===== src/logic/sgc_pkg.sv =====
// sgc_pkg: constants and types of the stop/go bit control block.
// assumes a 200 MHz system clock and a 1.536 MHz frame-bus data clock.
package sgc_pkg;
	// system clock
	localparam int CLK_NS = 5;
	// frame bus: three channels of 32 bits at 1.536 MHz
	localparam int DCL_KHZ    = 1536;
	localparam int CH_BITS    = 32;
	localparam int FRAME_BITS = 3 * CH_BITS;
	localparam logic [6:0] SG_BIT_IDX   = 7'h5B; // channel 3 base 64 + bit 27
	localparam logic [6:0] DUP_BIT0_IDX = 7'h18; // upstream d bits, channel 1
	localparam logic [6:0] DUP_BIT1_IDX = 7'h19;
	localparam logic [6:0] BIT_LAST     = 7'h5F;
	// line operations-channel codes
	localparam logic [7:0] EOC_STOP = 8'h25;
	localparam logic [7:0] EOC_GO   = 8'h27;
	// pulse length in frames
	localparam logic [2:0] PULSE_FRAMES = 3'h4;
	// timers, in their own units and in clock cycles
	localparam int GUARD_US  = 500;
	localparam int TD_MIN_US = 7500;
	localparam int TD_MAX_US = 15000;
	localparam int GUARD_CYC  = GUARD_US * 1000 / CLK_NS;
	localparam int TD_MIN_CYC = TD_MIN_US * 1000 / CLK_NS;
	localparam int TD_MAX_CYC = TD_MAX_US * 1000 / CLK_NS;
	localparam int TMR_W      = 22;
	// register map, byte addresses
	localparam logic [3:0] REG_CTRL   = 4'h0;
	localparam logic [3:0] REG_CMD    = 4'h4;
	localparam logic [3:0] REG_STATUS = 4'h8;
	// control field positions and reset value
	localparam int CTRL_PULSE  = 0;
	localparam int CTRL_LEVEL  = 1;
	localparam int CTRL_FOLLOW = 2;
	localparam logic [2:0] CTRL_RST = 3'h0;
	// command bits
	localparam int CMD_GUARD = 0;
	localparam int CMD_DELAY = 1;
	// status fields: sticky low nibble, live bits above
	localparam int ST_STOP   = 0;
	localparam int ST_GO     = 1;
	localparam int ST_GEXP   = 2;
	localparam int ST_DEXP   = 3;
	localparam int ST_SG     = 4;
	localparam int ST_DZERO  = 5;
	localparam int ST_BAC    = 6;
	localparam int ST_GRUN   = 7;
	localparam int ST_DRUN   = 8;
	// axi responses
	localparam logic [1:0] RESP_OKAY   = 2'h0;
	localparam logic [1:0] RESP_SLVERR = 2'h2;

	typedef enum logic [1:0] {
		SGC_IDLE  = 2'b00,
		SGC_HELD  = 2'b01,
		SGC_PULSE = 2'b10
	} sgc_sg_st_t;

	typedef struct packed {
		logic pulse_mode_sel;
		logic level_mode_sel;
		logic access_follow;
	} sgc_cfg_t;
endpackage


===== src/logic/sgc_timer.sv =====
// sgc_timer: one-shot down counter with expiry pulse.
// assumes start and load come from the same clock domain.
`timescale 1ns/1ps
`default_nettype none
module sgc_timer #(
	parameter int W = 22
) (
	input  wire logic         clk_in,
	input  wire logic         rstn_in,
	input  wire logic         ce_in,
	input  wire logic         start_in,
	input  wire logic [W-1:0] load_in,
	output logic              running_out,
	output logic              expired_out
);
	typedef struct packed {
		logic [W-1:0] cnt;
		logic         run;
		logic         exp;
	} sgc_tmr_t;

	sgc_tmr_t tmr_reg;
	sgc_tmr_t tmr_next;

	// restart on start, count down, pulse expiry at zero
	always_comb begin
		tmr_next     = tmr_reg;
		tmr_next.exp = 1'b0;
		if (start_in) begin
			tmr_next.cnt = load_in;
			tmr_next.run = 1'b1;
		end else if (tmr_reg.run) begin
			if (tmr_reg.cnt <= W'(1)) begin
				tmr_next.run = 1'b0;
				tmr_next.exp = 1'b1;
				tmr_next.cnt = '0;
			end else begin
				tmr_next.cnt = tmr_reg.cnt - W'(1);
			end
		end
	end

	// register with freeze
	always_ff @(posedge clk_in) begin
		if (!rstn_in) begin
			tmr_reg <= '0;
		end else if (ce_in) begin
			tmr_reg <= tmr_next;
		end
	end

	assign running_out = tmr_reg.run;
	assign expired_out = tmr_reg.exp;
endmodule // sgc_timer
`default_nettype wire


===== src/logic/sgc_top.sv =====
// sgc_top: stop/go bit control on the frame bus, axi4-lite registers.
// assumes frame-bus clock, sync and data arrive asynchronously and
// the eoc strobe, terminal and sync inputs come from logic on clk_in.
//
// Behaviour
// stop/go bit driven into every outgoing frame, never read back.
// frame bus assumed at 1.536 MHz, three channels per frame.
// pulse off: level off gives 0, level on with follow off gives 1.
// pulse off, level on, follow on: bus access bit drives stop/go.
// level settings: stop code sets bit to 1, go code clears it.
// pulse on, level off, follow off: stop code gives 1 for 4 frames.
// pulse on, level off, follow on: stop code gives 0 for 4 frames.
// access follow bit reads cleared after reset.
// pulse on, level on, follow off: only codes matter, access bit ignored.
// all three set: access bit steers stop/go and d-channel zeroing.
// behaviour qualified by the processor mode pin.
// behaviour qualified by terminal mode input.
// behaviour qualified by receiver synchronized input.
// stop code arrival flagged to the controller.
// go code arrival flagged to the controller.
// software starts a 500 us guard timer and sees its expiry.
// delay timer of 7.5 to 15 ms set by eoc frame position.
// far end supplies bus access bit at bit 27 of channel 3.
// stop/go bit placed at bit 27 of channel 3 on data out.
// force-zero active replaces upstream d bits with 0.
// stop/go status also shown on a dedicated pin.
// status pin may differ from bus bit in undefined state.
`timescale 1ns/1ps
`default_nettype none
module sgc_top #(
	parameter int GUARD_CYC  = sgc_pkg::GUARD_CYC,
	parameter int TD_MIN_CYC = sgc_pkg::TD_MIN_CYC,
	parameter int TD_MAX_CYC = sgc_pkg::TD_MAX_CYC
) (
	input  wire logic        clk_in,
	input  wire logic        rstn_in,
	input  wire logic        ce_in,
	// axi4-lite slave
	input  wire logic [3:0]  s_axi_awaddr_in,
	input  wire logic        s_axi_awvalid_in,
	output logic             s_axi_awready_out,
	input  wire logic [31:0] s_axi_wdata_in,
	input  wire logic [3:0]  s_axi_wstrb_in,
	input  wire logic        s_axi_wvalid_in,
	output logic             s_axi_wready_out,
	output logic [1:0]       s_axi_bresp_out,
	output logic             s_axi_bvalid_out,
	input  wire logic        s_axi_bready_in,
	input  wire logic [3:0]  s_axi_araddr_in,
	input  wire logic        s_axi_arvalid_in,
	output logic             s_axi_arready_out,
	output logic [31:0]      s_axi_rdata_out,
	output logic [1:0]       s_axi_rresp_out,
	output logic             s_axi_rvalid_out,
	input  wire logic        s_axi_rready_in,
	// frame bus
	input  wire logic        dcl_in,
	input  wire logic        fsc_in,
	input  wire logic        din_in,
	input  wire logic        tx_src_in,
	output logic             dout_out,
	output logic [1:0]       d_up_out,
	output logic             d_up_valid_out,
	// qualifiers and line events
	input  wire logic        processor_mode_pin_in,
	input  wire logic        terminal_mode_in,
	input  wire logic        rx_synced_in,
	input  wire logic        eoc_valid_in,
	input  wire logic [7:0]  eoc_code_in,
	input  wire logic [2:0]  eoc_pos_in,
	// status pin and force-zero output
	output logic             stop_go_status_pin_out,
	output logic             force_d_zero_out
);
	localparam int W = sgc_pkg::TMR_W;

	// refuse zero timer lengths and delay lengths the counter cannot hold; guard length not checked against width
	if (GUARD_CYC < 1 || TD_MIN_CYC < 1 || TD_MAX_CYC < TD_MIN_CYC
			|| TD_MAX_CYC >= (1 << W)) begin : bad_timer_param
		$error("sgc_top: timer length out of range");
	end

	typedef struct packed {
		logic [3:0]          s1;     // first sync stage: dcl fsc din processor_mode_pin
		logic [3:0]          s2;
		logic                dcl_d;
		logic [6:0]          bit_no;
		logic                bac;
		logic [1:0]          dcap;
		logic [1:0]          d_up;
		logic                d_up_v;
		logic                sg_frame;
		logic                sg_pin;
		logic                dzero;
		logic                dout;
		sgc_pkg::sgc_sg_st_t st;
		logic [2:0]          pulse_cnt;
		sgc_pkg::sgc_cfg_t   cfg;
		logic [3:0]          sticky;
		logic [1:0]          tstart;
		logic                aw_held;
		logic [3:0]          aw_addr;
		logic                w_held;
		logic [31:0]         w_data;
		logic [3:0]          w_strb;
		logic                awready;
		logic                wready;
		logic                bvalid;
		logic [1:0]          bresp;
		logic                arready;
		logic                rvalid;
		logic [31:0]         rdata;
		logic [1:0]          rresp;
	} sgc_state_t;

	localparam sgc_state_t RST = '{
		s1: 4'h0, s2: 4'h0, dcl_d: 1'b0, bit_no: 7'h0, bac: 1'b0,
		dcap: 2'h0, d_up: 2'h0, d_up_v: 1'b0, sg_frame: 1'b0,
		sg_pin: 1'b0, dzero: 1'b0, dout: 1'b0, st: sgc_pkg::SGC_IDLE,
		pulse_cnt: 3'h0, cfg: sgc_pkg::CTRL_RST, sticky: 4'h0,
		tstart: 2'h0, aw_held: 1'b0, aw_addr: 4'h0, w_held: 1'b0,
		w_data: 32'h0, w_strb: 4'h0, awready: 1'b0, wready: 1'b0,
		bvalid: 1'b0, bresp: 2'h0, arready: 1'b0, rvalid: 1'b0,
		rdata: 32'h0, rresp: 2'h0
	};

	sgc_state_t q_reg;
	sgc_state_t q_next;
	logic       grd_run;
	logic       grd_exp;
	logic       dly_run;
	logic       dly_exp;
	logic [W-1:0] dly_load;

	// register address decode, shared by read and write
	function automatic logic addr_ok(input logic [3:0] a);
		addr_ok = (a == sgc_pkg::REG_CTRL) || (a == sgc_pkg::REG_CMD)
			|| (a == sgc_pkg::REG_STATUS);
	endfunction

	// delay length from eoc frame position, min..max in seven equal steps
	localparam longint TD_STEP = (longint'(TD_MAX_CYC) - TD_MIN_CYC) / 7;
	assign dly_load = W'(longint'(TD_MIN_CYC) + TD_STEP * eoc_pos_in);

	// guard timer, 500 us
	sgc_timer #(.W(W)) u_guard (
		.clk_in      (clk_in),
		.rstn_in     (rstn_in),
		.ce_in       (ce_in),
		.start_in    (q_reg.tstart[sgc_pkg::CMD_GUARD]),
		.load_in     (W'(GUARD_CYC)),
		.running_out (grd_run),
		.expired_out (grd_exp)
	);

	// eoc delay timer
	sgc_timer #(.W(W)) u_delay (
		.clk_in      (clk_in),
		.rstn_in     (rstn_in),
		.ce_in       (ce_in),
		.start_in    (q_reg.tstart[sgc_pkg::CMD_DELAY]),
		.load_in     (dly_load),
		.running_out (dly_run),
		.expired_out (dly_exp)
	);

	// whole next-state function of q_reg
	always_comb begin
		logic       dcl_rise;
		logic       dcl_fall;
		logic       active;
		logic       stop_ev;
		logic       go_ev;
		logic       sg_val;
		logic       dz_val;
		logic       do_wr;
		logic [3:0] clr;
		logic [31:0] rd;
		logic [6:0] nb;
		dcl_rise = 1'b0;
		dcl_fall = 1'b0;
		active   = 1'b0;
		stop_ev  = 1'b0;
		go_ev    = 1'b0;
		sg_val   = 1'b0;
		dz_val   = 1'b0;
		do_wr    = 1'b0;
		clr      = 4'h0;
		rd       = 32'h0;
		nb       = 7'h0;
		q_next   = q_reg;

		// two-stage sync of pins, edges from second stage only
		q_next.s1    = {dcl_in, fsc_in, din_in, processor_mode_pin_in};
		q_next.s2    = q_reg.s1;
		q_next.dcl_d = q_reg.s2[3];
		dcl_rise     = q_reg.s2[3] & ~q_reg.dcl_d;
		dcl_fall     = ~q_reg.s2[3] & q_reg.dcl_d;

		// line events and qualifiers
		stop_ev = eoc_valid_in && (eoc_code_in == sgc_pkg::EOC_STOP);
		go_ev   = eoc_valid_in && (eoc_code_in == sgc_pkg::EOC_GO);
		active  = q_reg.s2[0] & terminal_mode_in & rx_synced_in;

		// stop/go state machine
		case (q_reg.st)
			sgc_pkg::SGC_IDLE: begin
				if (active && stop_ev && q_reg.cfg.pulse_mode_sel
						&& !q_reg.cfg.level_mode_sel) begin
					q_next.st        = sgc_pkg::SGC_PULSE;
					q_next.pulse_cnt = sgc_pkg::PULSE_FRAMES;
				end else if (active && stop_ev && q_reg.cfg.level_mode_sel) begin
					q_next.st = sgc_pkg::SGC_HELD;
				end
			end
			sgc_pkg::SGC_HELD: begin
				if (!active || go_ev || !q_reg.cfg.level_mode_sel) begin
					q_next.st = sgc_pkg::SGC_IDLE;
				end
			end
			sgc_pkg::SGC_PULSE: begin
				if (!active || !q_reg.cfg.pulse_mode_sel
						|| q_reg.cfg.level_mode_sel) begin
					q_next.st = sgc_pkg::SGC_IDLE;
				end else if (dcl_rise && q_reg.s2[2]) begin
					// count frames, then drop back automatically
					if (q_reg.pulse_cnt <= 3'h1) begin
						q_next.st        = sgc_pkg::SGC_IDLE;
						q_next.pulse_cnt = 3'h0;
					end else begin
						q_next.pulse_cnt = q_reg.pulse_cnt - 3'h1;
					end
				end
			end
			default: q_next.st = sgc_pkg::SGC_IDLE;
		endcase

		// bit value per mode
		case ({q_reg.cfg.pulse_mode_sel, q_reg.cfg.level_mode_sel})
			2'b00: sg_val = 1'b0;
			2'b01: begin
				if (q_reg.cfg.access_follow) begin
					sg_val = q_reg.bac | (q_reg.st == sgc_pkg::SGC_HELD);
				end else begin
					sg_val = 1'b1;
				end
			end
			2'b10: sg_val = (q_reg.st == sgc_pkg::SGC_PULSE)
				^ q_reg.cfg.access_follow;
			2'b11: begin
				if (q_reg.cfg.access_follow) begin
					sg_val = q_reg.bac | (q_reg.st == sgc_pkg::SGC_HELD);
					dz_val = q_reg.bac;
				end else begin
					sg_val = (q_reg.st == sgc_pkg::SGC_HELD);
				end
			end
			default: sg_val = 1'b0;
		endcase
		q_next.sg_pin = sg_val;
		q_next.dzero  = dz_val;

		// frame bus: drive on rising dcl, sample on falling dcl
		if (dcl_rise) begin
			nb = q_reg.s2[2] ? 7'h0 :
				((q_reg.bit_no >= sgc_pkg::BIT_LAST) ? sgc_pkg::BIT_LAST
				: q_reg.bit_no + 7'h1);
			q_next.bit_no = nb;
			if (q_reg.s2[2]) begin
				q_next.sg_frame = sg_val; // one value per frame
			end
			if (nb == sgc_pkg::SG_BIT_IDX) begin
				q_next.dout = q_reg.s2[2] ? sg_val : q_reg.sg_frame;
			end else begin
				q_next.dout = tx_src_in;
			end
		end
		q_next.d_up_v = 1'b0;
		if (dcl_fall) begin
			if (q_reg.bit_no == sgc_pkg::SG_BIT_IDX) begin
				q_next.bac = q_reg.s2[1];
			end
			if (q_reg.bit_no == sgc_pkg::DUP_BIT0_IDX) begin
				q_next.dcap[1] = q_reg.s2[1];
			end
			if (q_reg.bit_no == sgc_pkg::DUP_BIT1_IDX) begin
				q_next.d_up   = dz_val ? 2'h0 : {q_reg.dcap[1], q_reg.s2[1]};
				q_next.d_up_v = 1'b1;
			end
		end

		// axi write: address and data in either order
		q_next.tstart = 2'h0;
		if (s_axi_awvalid_in && q_reg.awready) begin
			q_next.aw_held = 1'b1;
			q_next.aw_addr = s_axi_awaddr_in;
		end
		if (s_axi_wvalid_in && q_reg.wready) begin
			q_next.w_held = 1'b1;
			q_next.w_data = s_axi_wdata_in;
			q_next.w_strb = s_axi_wstrb_in;
		end
		if (q_reg.bvalid && s_axi_bready_in) begin
			q_next.bvalid = 1'b0;
		end
		if (q_reg.aw_held && q_reg.w_held && !q_reg.bvalid) begin
			do_wr          = q_reg.w_strb[0];
			q_next.aw_held = 1'b0;
			q_next.w_held  = 1'b0;
			q_next.bvalid  = 1'b1;
			q_next.bresp   = addr_ok(q_reg.aw_addr) ? sgc_pkg::RESP_OKAY
				: sgc_pkg::RESP_SLVERR;
		end
		if (do_wr && q_reg.aw_addr == sgc_pkg::REG_CTRL) begin
			q_next.cfg = {q_reg.w_data[sgc_pkg::CTRL_PULSE], q_reg.w_data[sgc_pkg::CTRL_LEVEL],
				q_reg.w_data[sgc_pkg::CTRL_FOLLOW]};
		end
		if (do_wr && q_reg.aw_addr == sgc_pkg::REG_CMD) begin
			q_next.tstart = q_reg.w_data[1:0];
		end
		if (do_wr && q_reg.aw_addr == sgc_pkg::REG_STATUS) begin
			clr = q_reg.w_data[3:0];
		end
		q_next.awready = !q_next.aw_held && !q_next.bvalid;
		q_next.wready  = !q_next.w_held && !q_next.bvalid;

		// sticky flags, set wins over write-one-to-clear
		q_next.sticky = (q_reg.sticky & ~clr)
			| {dly_exp, grd_exp, go_ev, stop_ev};

		// axi read
		rd[sgc_pkg::CTRL_PULSE]  = q_reg.cfg.pulse_mode_sel;
		rd[sgc_pkg::CTRL_LEVEL]  = q_reg.cfg.level_mode_sel;
		rd[sgc_pkg::CTRL_FOLLOW] = q_reg.cfg.access_follow;
		if (q_reg.rvalid && s_axi_rready_in) begin
			q_next.rvalid = 1'b0;
		end
		if (s_axi_arvalid_in && q_reg.arready) begin
			q_next.rvalid = 1'b1;
			q_next.rresp  = addr_ok(s_axi_araddr_in) ? sgc_pkg::RESP_OKAY
				: sgc_pkg::RESP_SLVERR;
			if (s_axi_araddr_in == sgc_pkg::REG_STATUS) begin
				rd = 32'h0;
				rd[3:0]              = q_reg.sticky;
				rd[sgc_pkg::ST_SG]   = q_reg.sg_pin;
				rd[sgc_pkg::ST_DZERO] = q_reg.dzero;
				rd[sgc_pkg::ST_BAC]  = q_reg.bac;
				rd[sgc_pkg::ST_GRUN] = grd_run;
				rd[sgc_pkg::ST_DRUN] = dly_run;
			end else if (s_axi_araddr_in != sgc_pkg::REG_CTRL) begin
				rd = 32'h0;
			end
			q_next.rdata = rd;
		end
		q_next.arready = !q_next.rvalid;
	end

	// one register for all state but the timers', frozen while ce is low
	always_ff @(posedge clk_in) begin
		if (!rstn_in) begin
			q_reg <= RST;
		end else if (ce_in) begin
			q_reg <= q_next;
		end
	end

	// outputs straight from flip-flops
	assign s_axi_awready_out      = q_reg.awready;
	assign s_axi_wready_out       = q_reg.wready;
	assign s_axi_bresp_out        = q_reg.bresp;
	assign s_axi_bvalid_out       = q_reg.bvalid;
	assign s_axi_arready_out      = q_reg.arready;
	assign s_axi_rdata_out        = q_reg.rdata;
	assign s_axi_rresp_out        = q_reg.rresp;
	assign s_axi_rvalid_out       = q_reg.rvalid;
	assign dout_out               = q_reg.dout;
	assign d_up_out               = q_reg.d_up;
	assign d_up_valid_out         = q_reg.d_up_v;
	assign stop_go_status_pin_out = q_reg.sg_pin;
	assign force_d_zero_out       = q_reg.dzero;
endmodule // sgc_top
`default_nettype wire


===== config.mk =====
export PLATFORM = sky130hd
export DESIGN_NAME = sgc_top
export DESIGN_NICKNAME = d
export VERILOG_FILES = /design/src/logic/sgc_pkg.sv /design/src/logic/sgc_timer.sv /design/src/logic/sgc_top.sv
export SDC_FILE = /design/constraint.sdc
export NUM_CORES = 1
export LEC_CHECK = 0
export BUFFER_PORTS_ARGS = -buffer_cell sky130_fd_sc_hd__buf_2
export CAP_MARGIN = 40
export CORE_MARGIN = 1.5
export CORE_UTILIZATION = 61
export DETAILED_ROUTE_END_ITERATION = 16
export GPL_TIMING_DRIVEN = 0
export PLACE_DENSITY = 0.92
export RECOVER_POWER = 25
export SYNTH_ARGS = -nofsm -noshare
export SYNTH_HDL_FRONTEND = slang
export SYNTH_SLANG_ARGS = --single-unit

===== constraint.sdc =====
create_clock -name clk_in -period 5.9 [get_ports clk_in]
set_input_delay 1.475 -clock clk_in [delete_from_list [all_inputs] [get_ports clk_in]]
set_output_delay 1.475 -clock clk_in [all_outputs]
set_load 0.05 [all_outputs]

==> metrics.txt <==
gpl congestion 0.957; number of buffers and inverters on the critical path 2; RSZ-0062 raised after global routing false; crit-path max FO 11; largest net degree at the start of global routing 17; total power 2070 uW; clock share of power 0.523; Syn Std Cell Area 6610 um2; Ys Warns 0; Rel. slew slack 0.334; slowest CP cell fa_1; maximum root-to-sink buffer count 2; H-tree depth 4; routed wire length 18500 um; switch share 0.247; initial drt markers 811; Placed Cells around 1.0k; dominant cell type by area after synthesis dfxtp_1; Die Area 11500 um2; Fin. Hold Viols 0; WP data required between 6 and 7 ns; Avg WL per Cell 17.2 um; Seq/Total Area, Yosys 0.346; io pins ~120; ys async rst share 0; Max IR drop VDD 0.000280 V; Initial Util 0.634; Slew @ Worst Pin 0.974 ns; HPWL after DPL ~12000 um; row count 37; clk root buf clkbuf_8; vias in the first global route 6242; DRC 0; final worst clock skew around 0.0076 ns; total grt overflow 0; Area contributors post-synth dfxtp_1 (35%), ha_1 (6.6%), nor2_1 (5.5%); Pre-antenna DRT Iters 6; Comb power frac 0.098; syn avg cell area roughly 8.0 um2; Final Slew Violations 0; layout cells sized above 1 0.148; NetSw between 500 and 600 uW; most frequent CP cell a21oi_1; clock slew at reported path FFs 0.06 ns; DR vias/cell 6.26; Startpoint Class primary input; Seq pwr share 0.379; Largest register FFs 39; final design utilization 0.746; Via Count 6733; crit-path cells buf_2 > inv_1 > fa_1 > nor4bb_1 > nand4_1 > a21oi_1 > nor3_1 > or3b_2 > a21oi_1; post-CTS setup buffers 0; Diodes inserted 0; clk sink count 114; CTS resizes 0; Critical Path Max Stage Delay 0.71 ns; total CTS buffers 17; gr usage total 0.330; Int Pwr ~1600 uW; core area 10400 um2; PwrDens 266 nW/um2; Port Buffers 60; setup total negative slack 0 ns; Crit Path Category primary input to flip-flop; Post-synth top flop dfxtp_1; chip width 107 um; Max Cap Violations 0; share of the synthesized area in the top cell type 0.346; # hold bufs at CTS 0; critical path's top delay family simple AND/OR/NAND/NOR gates; Final nets 1034; number of synthesized flops with an enable pin 0; status complete, no violations; Netlist cell types 73; Clk Latency, worst-skew pair 0.53 ns; Finished Layout Cells 1075; register bit total from synthesis 114; Post-Synthesis Cells 823; first-pass GRT wire length 29900 um; crit share post-route 0.627; antenna-violating nets left 0; antenna violations before repair 0; P_leak roughly 0.0032 uW; most frequent cell after synthesis dfxtp_1; fmax roughly 0.27 GHz; Layout area overhead 17.6%; CTS tree done; crit end category flip-flop; most common library cells after synthesis dfxtp_1 (114), nor2_1 (96), nand2_1 (71); Final setup viols 0; worst hold-check path type flip-flop to flip-flop; Tmin final 3.70 ns; Die Span Y approximately 110 um; arrival time worst endpoint 4.15 ns
worst min-delay path, cell delays in order, from the launching register on:
cell,delay (ns)
dfxtp_1,0.31
nand2_1,0.05
a21oi_1,0.05
final cells by class:
type	count	area, um2
Sequential cell	114	2280
Buffer	78	440
Clock inverter	11	158
Timing Repair Buffer	60	285
Inverter	33	124
Clock buffer	21	459
Fill cell	723	2650
Tap cell	136	170
Multi-Input combinational cell	622	3850
layer usage:
metal | part of all wire | track usage | wire [um] | up-vias
met1 | 0.39 | 0.410 | 7190 | 3068
met5 | 0 | 0 | 0 | -
li1 | - | - | - | 3098
met3 | 0.10 | 0.0936 | 1920 | 109
met4 | 0.047 | 0.184 | 879 | 0
met2 | 0.46 | 0.514 | 8540 | 458
power by group through the flow:
stage | Sequential (uW) | Clock [uW] | Combinational, uW
CTS | 785 | 1080 | 198
global route | 786 | 1120 | 218
floorplan | 808 | 0 | 137
finish | 785 | 1080 | 202
global placement | 801 | 0 | 193
detailed placement | 801 | 0 | 197
worst paths after layout:
path,cells after the start,end,slack [ns],from
setup reg to reg,7,u_delay.tmr_reg[12],2.95,u_delay.tmr_reg[17]
hold reg to reg,2,s_axi_rdata_out[4],0.46,s_axi_rdata_out[4]
hold / removal,2,s_axi_rdata_out[4],0.46,s_axi_rdata_out[4]
setup / recovery,9,u_delay.tmr_reg[21],2.20,eoc_pos_in[0]
cells in the final DEF (no fill, tap or decap), types with 7 or more instances in the layout:
cell       netlist  final
dfxtp_1        114    114
nor2_1          96     96
nand2_1         71     71
a21oi_1         67     67
buf_2            3     51
clkbuf_1        33     48
o21ai_0         47     48
buf_4           38     38
ha_1            35     35
inv_1           33     33
nand3_1         28     28
mux2i_1         28     28
nor3_1          25     25
conb_1           1     25
nor4_1          18     18
a31oi_1         17     17
clkbuf_16        0     16
xnor2_1         14     14
a22oi_1         11     11
or3_1           10     10
o211ai_1         8      8
and2_1           7      7
nand2b_1         7      7
cells by family after synthesis:
group / share of synthesized area
and+or+nand+nor: 0.238
muxes: 0.0441
adders and majority gates: 0.0724
other: 0.000568
buffers and inverters: 0.0854
AOI/OAI and AO/OA: 0.187
DFF: 0.346
xor gates and xnor gates: 0.0265
stage by stage:
stage	cell area, um2	worst slack [ns]	hold slack, ns
floorplan	6700	2.26	0.432
global placement	7170	1.72	0.440
detailed placement	7170	1.68	0.449
CTS	7780	2.24	0.463
global route	7770	1.95	0.484
finish	7770	2.20	0.464
Note: power is estimated with default switching activity, not from simulation.
